[config.mk]
export PLATFORM = sky130hd
export DESIGN_NAME = hbsh_ctrl
export DESIGN_NICKNAME = d
export VERILOG_FILES = /design/src/rtl/hbsh_sync.v /design/src/rtl/hbsh_ctrl.v
export VERILOG_INCLUDE_DIRS = /design/src /design/src/common
export SDC_FILE = /design/constraint.sdc
export NUM_CORES = 1
export LEC_CHECK = 0
export BUFFER_PORTS_ARGS = -buffer_cell sky130_fd_sc_hd__buf_2
export CAP_MARGIN = 20
export CORE_MARGIN = 2
export CORE_UTILIZATION = 50
export CTS_CLUSTER_SIZE = 14
export DETAILED_ROUTE_END_ITERATION = 6
export PLACE_DENSITY = 0.67
export RECOVER_POWER = 50
export SLEW_MARGIN = 20
export SYNTH_ARGS = -nofsm -noshare
export SYNTH_HDL_FRONTEND = slang
export SYNTH_HIERARCHICAL = 1
export SYNTH_SLANG_ARGS = --single-unit
[constraint.sdc]
create_clock -name clk_i -period 3.81 [get_ports clk_i]
set_input_delay 0.1905 -clock clk_i [delete_from_list [all_inputs] [get_ports clk_i]]
set_output_delay 0.1905 -clock clk_i [all_outputs]
set_load 0.01 [all_outputs]
[src/common/hbsh_defines.vh]
// Shared constants for the management-side sideband handshake controller
`ifndef HBSH_DEFINES_VH
`define HBSH_DEFINES_VH

// Register word addresses (Avalon word index)
`define HBSH_ADDR_CTRL    3'h0
`define HBSH_ADDR_STATUS  3'h1
`define HBSH_ADDR_EVENT   3'h2
`define HBSH_ADDR_IDENT   3'h3
`define HBSH_ADDR_GRANTMS 3'h4
`define HBSH_ADDR_RSTUS   3'h5

// Control register fields
`define HBSH_C_GRANT      0
`define HBSH_C_OFFREQ     1
`define HBSH_C_CLKLOCK    2
`define HBSH_C_READY      3
`define HBSH_C_ALTBOOT    4
`define HBSH_C_USERMODE   5
`define HBSH_C_DEBUG      6
`define HBSH_C_WDOFF      7
`define HBSH_C_PWRCAP     8
`define HBSH_C_CARDIRQ    9
`define HBSH_C_FLASHSEL   10
`define HBSH_C_RSTREL     11
`define HBSH_C_PGOOD      12
`define HBSH_CTRL_W       13
`define HBSH_CTRL_RST     13'h0020

// Event register fields (sticky, write one to clear)
`define HBSH_E_TIMEOUT    0
`define HBSH_E_OFFACK     1
`define HBSH_E_RESTART    2
`define HBSH_E_WARN       3
`define HBSH_E_TRIP       4
`define HBSH_E_FAULT      5
`define HBSH_E_BOOTFAIL   6
`define HBSH_E_IMGFAIL    7
`define HBSH_E_BOOTDONE   8
`define HBSH_EVT_W        9

// Timing
`define HBSH_CLK_HZ       20000000
`define HBSH_REQ_LIMIT_MS 500
`define HBSH_RST_HOLD_US  10
// Identity word; the value is arbitrary
`define HBSH_IDENT_VAL    32'h0000_5a5a

`endif

[src/rtl/hbsh_sync.v]
// Two-stage synchroniser bank for sideband inputs
`timescale 1ns/10ps
module hbsh_sync #(
    parameter W     = 8,
    parameter [W-1:0] INIT = {W{1'b0}}
) (
    input  wire         clk_i,    // Clock
    input  wire         resetn_i, // Async reset, low
    input  wire [W-1:0] d_i,      // Async inputs
    output wire [W-1:0] q_o       // Synchronised outputs
);

    genvar g;
    generate
        for (g = 0; g < W; g = g + 1)
        begin : bit_sync
            reg s1_r;
            reg s2_r;
            always @(posedge clk_i or negedge resetn_i)
            begin
                if (!resetn_i)
                begin
                    s1_r <= INIT[g];
                    s2_r <= INIT[g];
                end
                else
                begin
                    s1_r <= d_i[g];
                    s2_r <= s1_r;
                end
            end
            assign q_o[g] = s2_r;
        end
    endgenerate

endmodule

[src/rtl/hbsh_ctrl.v]
// Management-side controller driving the processor sideband pins
`timescale 1ns/10ps
`include "hbsh_defines.vh"
module hbsh_ctrl #(
    parameter integer REQ_LIMIT_CYC =
        (`HBSH_CLK_HZ / 1000) * `HBSH_REQ_LIMIT_MS,
    parameter integer BLINK_CYC = 4000000
) (
    input  wire        clk_i,                  // Clock, 20 MHz
    input  wire        resetn_i,               // Async reset, low
    // Avalon-MM slave
    input  wire [2:0]  avs_address_i,          // Word address
    input  wire        avs_read_i,             // Read strobe
    input  wire        avs_write_i,            // Write strobe
    input  wire [31:0] avs_writedata_i,        // Write data
    input  wire [3:0]  avs_byteenable_i,       // Byte enables
    output reg  [31:0] avs_readdata_o,         // Read data
    output reg         avs_waitrequest_o,      // Wait request
    // From processor
    input  wire        host_flash_request_i,   // Flash request, high
    input  wire        graceful_off_ack_n_i,   // Shutdown ack, low
    input  wire        soft_restart_ack_n_i,   // Reboot ack, low
    input  wire        thermal_warn_n_i,       // High temp, low
    input  wire        thermal_trip_n_i,       // Over temp, low
    input  wire        fault_indicator_n_i,    // Fault alert, low
    input  wire        firmware_boot_done_i,   // Boot done, high
    input  wire        secure_boot_fail_n_i,   // Secure boot fail, low
    input  wire        flash_image_auth_fail_n_i, // Image auth fail
    // To processor
    output reg         mgmt_flash_grant_o,     // Flash grant, high
    output reg         graceful_off_request_n_o, // Shutdown req, low
    output reg         clock_chip_lock_o,      // RTC lock, high
    output reg         mgmt_ready_o,           // Controller ready
    output reg         alt_boot_select_o,      // Special boot
    output reg         user_mode_strap_o,      // User mode, high
    output reg         debug_mode_strap_n_o,   // Debug mode, low
    output reg         watchdog_off_strap_n_o, // Watchdog off, low
    output reg         power_cap_n_o,          // Power limit, low
    output reg         card_present_irq_n_o,   // Card change, low
    output reg         flash_socket_select_o,  // Flash CS mux
    output reg         system_reset_n_o,       // System reset, low
    output reg         socket_power_good_o,    // Power good
    output reg         power_enable_o,         // Board power on
    output reg         red_led_o               // Fault indicator
);

    localparam integer RST_HOLD_CYC =
        (`HBSH_CLK_HZ / 1000000) * `HBSH_RST_HOLD_US;
    localparam [31:0] REQ_LIM = REQ_LIMIT_CYC;
    localparam [31:0] BLINK_LIM = BLINK_CYC;
    localparam [15:0] RST_LIM = RST_HOLD_CYC[15:0];

    // Bus FSM, one-hot
    localparam [2:0] BS_IDLE = 3'b001;
    localparam [2:0] BS_ACK  = 3'b010;
    localparam [2:0] BS_DONE = 3'b100;

    ////////////////////////////////////////////////////////////////////
    // Input synchronisers
    wire [8:0] raw_w = {
        flash_image_auth_fail_n_i, secure_boot_fail_n_i,
        firmware_boot_done_i, fault_indicator_n_i, thermal_trip_n_i,
        thermal_warn_n_i, soft_restart_ack_n_i, graceful_off_ack_n_i,
        host_flash_request_i};
    wire [8:0] syn_w;

    hbsh_sync #(
        .W    (9),
        .INIT (9'h1be)     // Idle pin levels, no false edge
    ) u_sync (
        .clk_i    (clk_i),
        .resetn_i (resetn_i),
        .d_i      (raw_w),
        .q_o      (syn_w)
    );

    wire req_s      = syn_w[0];
    wire offack_s   = ~syn_w[1];
    wire restart_s  = ~syn_w[2];
    wire warn_s     = ~syn_w[3];
    wire trip_s     = ~syn_w[4];
    wire fault_s    = ~syn_w[5];
    wire done_s     = syn_w[6];
    wire bootfail_s = ~syn_w[7];
    wire imgfail_s  = ~syn_w[8];

    ////////////////////////////////////////////////////////////////////
    // Registers
    reg [`HBSH_CTRL_W-1:0] ctrl_r;
    reg [`HBSH_EVT_W-1:0]  evt_r;
    reg [`HBSH_EVT_W-1:0]  prev_r;
    reg [31:0]             req_cnt_r;
    reg [15:0]             rst_cnt_r;
    reg                    rst_met_r;
    reg [31:0]             blink_cnt_r;
    reg                    trip_latch_r;
    reg [2:0]              bs_r;

    wire acc_w = (avs_read_i | avs_write_i) & bs_r[0];
    wire timeout_w = req_s && (req_cnt_r >= REQ_LIM - 32'h0000_0001);

    wire [`HBSH_EVT_W-1:0] set_w;
    assign set_w[`HBSH_E_TIMEOUT]  = timeout_w;
    assign set_w[`HBSH_E_OFFACK]   = offack_s;
    assign set_w[`HBSH_E_RESTART]  = restart_s;
    assign set_w[`HBSH_E_WARN]     = warn_s;
    assign set_w[`HBSH_E_TRIP]     = trip_s;
    assign set_w[`HBSH_E_FAULT]    = fault_s;
    assign set_w[`HBSH_E_BOOTFAIL] = bootfail_s;
    assign set_w[`HBSH_E_IMGFAIL]  = imgfail_s;
    assign set_w[`HBSH_E_BOOTDONE] = done_s;

    ////////////////////////////////////////////////////////////////////
    // Avalon slave: one wait cycle, answer on the second edge
    always @(posedge clk_i or negedge resetn_i)
    begin
        if (!resetn_i)
        begin
            bs_r              <= BS_IDLE;
            avs_waitrequest_o <= 1'b1;
            avs_readdata_o    <= 32'h0000_0000;
        end
        else
        begin
            case (bs_r)
                BS_IDLE:
                begin
                    if (acc_w)
                    begin
                        bs_r              <= BS_ACK;
                        avs_waitrequest_o <= 1'b0;
                        case (avs_address_i)
                            `HBSH_ADDR_CTRL:
                                avs_readdata_o <= {19'h0, ctrl_r};
                            `HBSH_ADDR_STATUS:
                                avs_readdata_o <= {21'h0, trip_latch_r,
                                    rst_met_r, syn_w ^ 9'h1be};
                            `HBSH_ADDR_EVENT:
                                avs_readdata_o <= {23'h0, evt_r};
                            `HBSH_ADDR_IDENT:
                                avs_readdata_o <= `HBSH_IDENT_VAL;
                            `HBSH_ADDR_GRANTMS:
                                avs_readdata_o <= req_cnt_r;
                            `HBSH_ADDR_RSTUS:
                                avs_readdata_o <= {16'h0, rst_cnt_r};
                            default:
                                avs_readdata_o <= 32'h0000_0000;
                        endcase
                    end
                end
                BS_ACK:
                begin
                    bs_r              <= BS_DONE;
                    avs_waitrequest_o <= 1'b1;
                end
                BS_DONE:
                    bs_r <= BS_IDLE;
                default:
                begin
                    bs_r              <= BS_IDLE;
                    avs_waitrequest_o <= 1'b1;
                end
            endcase
        end
    end

    // Write lands on the edge where waitrequest is seen low
    wire wr_take_w = avs_write_i & bs_r[1];
    wire [31:0] be_mask_w = {{8{avs_byteenable_i[3]}},
        {8{avs_byteenable_i[2]}}, {8{avs_byteenable_i[1]}},
        {8{avs_byteenable_i[0]}}};
    wire [31:0] wdata_w = avs_writedata_i & be_mask_w;

    ////////////////////////////////////////////////////////////////////
    // Control and sticky events; a set beats a same-cycle clear
    always @(posedge clk_i or negedge resetn_i)
    begin
        if (!resetn_i)
        begin
            ctrl_r <= `HBSH_CTRL_RST;
            evt_r  <= {`HBSH_EVT_W{1'b0}};
            prev_r <= {`HBSH_EVT_W{1'b0}};
        end
        else
        begin
            prev_r <= set_w;
            if (wr_take_w && avs_address_i == `HBSH_ADDR_CTRL)
                ctrl_r <= (ctrl_r & ~be_mask_w[`HBSH_CTRL_W-1:0]) |
                          wdata_w[`HBSH_CTRL_W-1:0];
            if (wr_take_w && avs_address_i == `HBSH_ADDR_EVENT)
                evt_r <= (evt_r & ~wdata_w[`HBSH_EVT_W-1:0]) |
                         (set_w & ~prev_r);
            else
                evt_r <= evt_r | (set_w & ~prev_r);
        end
    end

    ////////////////////////////////////////////////////////////////////
    // Request timer: counts while request is held
    always @(posedge clk_i or negedge resetn_i)
    begin
        if (!resetn_i)
            req_cnt_r <= 32'h0000_0000;
        else if (!req_s)
            req_cnt_r <= 32'h0000_0000;
        else if (req_cnt_r < REQ_LIM)
            req_cnt_r <= req_cnt_r + 32'h0000_0001;
    end

    ////////////////////////////////////////////////////////////////////
    // Reset hold: release only after minimum low time
    always @(posedge clk_i or negedge resetn_i)
    begin
        if (!resetn_i)
        begin
            rst_cnt_r <= 16'h0000;
            rst_met_r <= 1'b0;
        end
        // Count from power good so the hold covers stable rails
        else if (!socket_power_good_o)
        begin
            rst_cnt_r <= 16'h0000;
            rst_met_r <= 1'b0;
        end
        else if (rst_cnt_r >= RST_LIM - 16'h0001)
            rst_met_r <= 1'b1;
        else
            rst_cnt_r <= rst_cnt_r + 16'h0001;
    end

    ////////////////////////////////////////////////////////////////////
    // Fault blink and thermal trip latch
    always @(posedge clk_i or negedge resetn_i)
    begin
        if (!resetn_i)
        begin
            blink_cnt_r  <= 32'h0000_0000;
            red_led_o    <= 1'b0;
            trip_latch_r <= 1'b0;
        end
        else
        begin
            if (!fault_s)
            begin
                blink_cnt_r <= 32'h0000_0000;
                red_led_o   <= 1'b0;
            end
            else if (blink_cnt_r >= BLINK_LIM - 32'h0000_0001)
            begin
                blink_cnt_r <= 32'h0000_0000;
                red_led_o   <= ~red_led_o;
            end
            else
                blink_cnt_r <= blink_cnt_r + 32'h0000_0001;
            if (trip_s)
                trip_latch_r <= 1'b1;
            else if (!ctrl_r[`HBSH_C_PGOOD])
                trip_latch_r <= 1'b0;
        end
    end

    ////////////////////////////////////////////////////////////////////
    // Pin drivers
    always @(posedge clk_i or negedge resetn_i)
    begin
        if (!resetn_i)
        begin
            mgmt_flash_grant_o       <= 1'b0;
            graceful_off_request_n_o <= 1'b1;
            clock_chip_lock_o        <= 1'b0;
            mgmt_ready_o             <= 1'b0;
            alt_boot_select_o        <= 1'b0;
            user_mode_strap_o        <= 1'b1;
            debug_mode_strap_n_o     <= 1'b1;
            watchdog_off_strap_n_o   <= 1'b1;
            power_cap_n_o            <= 1'b1;
            card_present_irq_n_o     <= 1'b1;
            flash_socket_select_o    <= 1'b0;
            system_reset_n_o         <= 1'b0;
            socket_power_good_o      <= 1'b0;
            power_enable_o           <= 1'b0;
        end
        else
        begin
            // Grant raised only while no processor request is live; held once high
            mgmt_flash_grant_o <= ctrl_r[`HBSH_C_GRANT] &
                (~req_s | mgmt_flash_grant_o);
            graceful_off_request_n_o <= ~ctrl_r[`HBSH_C_OFFREQ];
            clock_chip_lock_o  <= ctrl_r[`HBSH_C_CLKLOCK];
            mgmt_ready_o       <= ctrl_r[`HBSH_C_READY];
            alt_boot_select_o  <= ctrl_r[`HBSH_C_ALTBOOT];
            user_mode_strap_o  <= ctrl_r[`HBSH_C_USERMODE];
            debug_mode_strap_n_o <= ~ctrl_r[`HBSH_C_DEBUG];
            watchdog_off_strap_n_o <= ~ctrl_r[`HBSH_C_WDOFF];
            power_cap_n_o      <= ~ctrl_r[`HBSH_C_PWRCAP];
            card_present_irq_n_o <= ~ctrl_r[`HBSH_C_CARDIRQ];
            // Switch chip-select only while processor is off flash
            if (!req_s)
                flash_socket_select_o <= ctrl_r[`HBSH_C_FLASHSEL];
            // Trip overrides software; power drops next edge
            power_enable_o <= ctrl_r[`HBSH_C_PGOOD] & ~trip_s &
                ~trip_latch_r;
            socket_power_good_o <= power_enable_o &
                ctrl_r[`HBSH_C_PGOOD] & ~trip_s;
            system_reset_n_o <= rst_met_r & socket_power_good_o &
                ctrl_r[`HBSH_C_RSTREL] & ~trip_s;
        end
    end

endmodule

==> results.json <==
{
  "max-vdd-ir-drop_mv": 0.350,
  "fin_crit_sh_pct": 62.4,
  "fin_setup_tns_ns": 0,
  "cp-start-kind": "register",
  "synth_compound_area_share_pct": 10.5,
  "synthFlopType": "dfrtp_1",
  "cts.clk_slew.worst_paths_ns": 0.07,
  "place_congestion": 0.871,
  "clockBufferDepth": 2,
  "synth_area_per_cell_um2": 11.1,
  "critical_path_class": "reg -> reg",
  "via_per_inst": 5.64,
  "maxSlewViolCount": 0,
  "finalWirelength_um": 16200,
  "ys_ff_latch": 182,
  "utilization_pct": 59.2,
  "cts_hold_buf": 16,
  "first_pass_iters": 4,
  "io_buffers": 78,
  "p_total_uw": 4760,
  "cts_resized": 0,
  "status": "finished, final reports clean",
  "setup_violations": 0,
  "endpoint_kind": "register",
  "start_util_pct": 51.1,
  "synth_top_family_by_area": "simple AND/OR/NAND/NOR gates",
  "num_rows": 45,
  "yosysWarnings": 6,
  "rsz0062_at_grt": "false",
  "h-tree-depth": 4,
  "drv_cap": 0,
  "drt_iter0_drc": 232,
  "io_pins": 100,
  "fin_ws_ns": 1.43,
  "antenna_found_initial": 0,
  "cts_tree": "yes",
  "die_width_um": 129,
  "async_flop_share_pct": 100,
  "ys_types": 61,
  "fin_skew_ns": 0.00735,
  "path_delay_family": "buffers and inverters",
  "hpwl_um": 11000,
  "grt_max_degree": 116,
  "drcViolationCount": 0,
  "die_y_um": 129,
  "leakagePower_uw": 0.00392,
  "worstMarginPinSlew_ns": 1.05,
  "cp_common_cell": "buf_4",
  "cts_sinks": 182,
  "power.density_mw_per_mm2": 529,
  "final_cell_count_no_fill": 988,
  "overflow": 0,
  "multi_input_area_mm2": 0.00292,
  "synth_simple_gate_area_share_pct": 18.0,
  "min_path_type": "in -> reg",
  "seq_area_mm2": 0.00458,
  "post_drt_wl_per_cell_um": 16.4,
  "dr_total_vias": 5569,
  "maxSlewHeadroom_pct": 29.7,
  "crit_fanout": 29,
  "dieArea_mm2": 0.0166,
  "arrival_ns": 2.75,
  "synth_edf_count": 0,
  "synthToLayoutAreaGrowth_pct": 15.8,
  "grt_pass1_wl_um": 27400,
  "nFillCells": 1314,
  "coreArea_mm2": 0.0152,
  "post-cts-setup-buffers": 0,
  "clk-insertion-delay-late_ns": 0.43,
  "fmax_mhz": 421,
  "crit_slowest_cell": "clkinv_1",
  "cts_buffers": 17,
  "antenna_cells": 0,
  "grt_usage_pct": 21.0,
  "max_stage_delay_ns": 0.80,
  "layout-drive-gt1-share_pct": 14.2,
  "synth_mux_area_share_pct": 5.15,
  "netlist_area_mm2": 0.00777,
  "path_cells": "nor3_1 -> nand2_1 -> buf_4 -> clkinv_1 -> buf_4 -> o221ai_1 -> o21a_1",
  "place_ws_ns": 1.41,
  "fin_crit_ns": 2.38,
  "synthAdderAreaFrac_pct": 0.483,
  "netlist_instances": 700,
  "ys_seq_area_share_pct": 59.0,
  "antenna_left": 0,
  "required_ns": 4.18,
  "final_hold_viol_count": 0,
  "path_buf_inv": 3,
  "place_inst": 940,
  "clockRootBuffer": "clkbuf_16",
  "synth_xor_area_share_pct": 3.04,
  "nets": 842,
  "grt_pass1_vias": 5614
}
==> flip-flops by register name, indices dropped and copies added, names as in the netlist, 3 cells and up, named ones only <==
register              flops
bs_r                      3
evt_r                     9
u_sync/bit_sync.s2_r      9
prev_r                    9
avs_readdata_o           32
req_cnt_r                32
rst_cnt_r                16
blink_cnt_r              32
u_sync/bit_sync.s1_r      9
==> layout make-up <==
| cell class | count | area share [%] |
|---|---|---|
| Sequential cell | 182 | 50.9 |
| Tap cell | 188 | 2.61 |
| Clock buffer | 18 | 4.77 |
| Inverter | 25 | 1.04 |
| Timing Repair Buffer | 100 | 6.30 |
| Clock inverter | 14 | 1.84 |
| Multi-Input combinational cell | 461 | 32.5 |
==> Yosys cell counts, types with 6 or more instances <==
library cell / count / area, um2
dfrtp_1: 159 / 3980
nand2_1: 76 / 285
nor2_1: 52 / 195
nand3_1: 35 / 175
a21oi_1: 31 / 155
clkbuf_1: 25 / 93.8
inv_1: 24 / 90.1
dfstp_2: 23 / 604
and2_1: 22 / 138
o21a_1: 19 / 143
o31ai_1: 17 / 128
mux2_2: 16 / 180
or4_1: 15 / 113
xor2_1: 15 / 131
mux2i_1: 13 / 130
xnor2_1: 12 / 105
nor4_1: 11 / 68.8
nor3_1: 10 / 50.1
buf_4: 9 / 67.6
o221ai_1: 9 / 78.8
and3_1: 7 / 43.8
nand4_1: 7 / 43.8
o2bb2ai_1: 7 / 61.3
mux2_1: 6 / 67.6
o21ai_0: 6 / 30.0
==> worst register-to-register path, cell delays in order, from the launching register on <==
cell and delay [ns]:
dfrtp_1 0.38, nor3_1 0.06, nand2_1 0.06, buf_4 0.26
clkinv_1 0.81, buf_4 0.50, o221ai_1 0.10, o21a_1 0.15
==> worst paths after layout <==
path                                                   start                           endpoint  slack [ns]  cells after the start
setup / recovery                         bs_r[2]$_DFFE_PN0P_      avs_readdata_o[5]$_DFFE_PN0P_        1.43                      7
hold / removal                            avs_writedata_i[3]                           register        0.02                      2
setup reg to reg                         bs_r[2]$_DFFE_PN0P_      avs_readdata_o[5]$_DFFE_PN0P_        1.43                      7
hold reg to reg            u_sync/bit_sync[0].s1_r$_DFF_PN0_  u_sync/bit_sync[0].s2_r$_DFF_PN0_        0.35                      0
max in group asynchronous                           resetn_i  u_sync/bit_sync[5].s1_r$_DFF_PN1_        2.45                      3
min in group asynchronous                           resetn_i  flash_socket_select_o$_DFFE_PN0N_        0.45                      2
==> cells by family (layout without fill, tap and decap cells) <==
kind of cell | Yosys count | count (layout)
other | 1 | 10
flip-flops | 182 | 182
multiplexers | 36 | 36
adder cells (fa/ha/maj) | 3 | 3
buffers and inverters | 66 | 157
AND/OR/NAND/NOR | 267 | 267
XOR/XNOR | 27 | 27
AO/OA/AOI/OAI | 118 | 118
==> metrics by stage <==
| stage | instance area, um2 | hold WS (ns) |
|---|---|---|
| global route | 9000 | 0.00509 |
| CTS | 9040 | 0.00148 |
| detailed placement | 8290 | 0.297 |
| floorplan | 7800 | -0.105 |
| finish | 9000 | 0.0174 |
| global placement | 8290 | 0.295 |
==> power breakdown <==
part | switching (uW) | internal [uW]
sequential | 142 | 2170
clock | 790 | 989
combinational | 397 | 266
==> routing by layer <==
metal  share of wire (%)  vias to the layer above  track usage [%]  routed length (um)
met5                   0                        -                0                   0
met4                 2.3                        0             8.44                 376
met3                 3.1                       30             4.03                 500
met2                  49                      105             33.9                7990
met1                  45                     2805             28.2                7370
li1                    -                     2629                -                   -
==> placed cells by master, fill, tap and decap left out, types with 15 or more instances in the layout <==
cell / synthesis / layout
buf_2: 5 / 37
clkbuf_16: 0 / 17
o21a_1: 19 / 19
or4_1: 15 / 15
xor2_1: 15 / 15
o31ai_1: 17 / 17
nor2_1: 52 / 52
nand2_1: 76 / 76
mux2_2: 16 / 16
inv_1: 24 / 24
nand3_1: 35 / 35
dfstp_2: 23 / 16
dfrtp_1: 159 / 159
dlygate4sd3_1: 0 / 16
a21oi_1: 31 / 31
clkbuf_1: 25 / 41
Note: power is estimated with default switching activity, not from simulation.
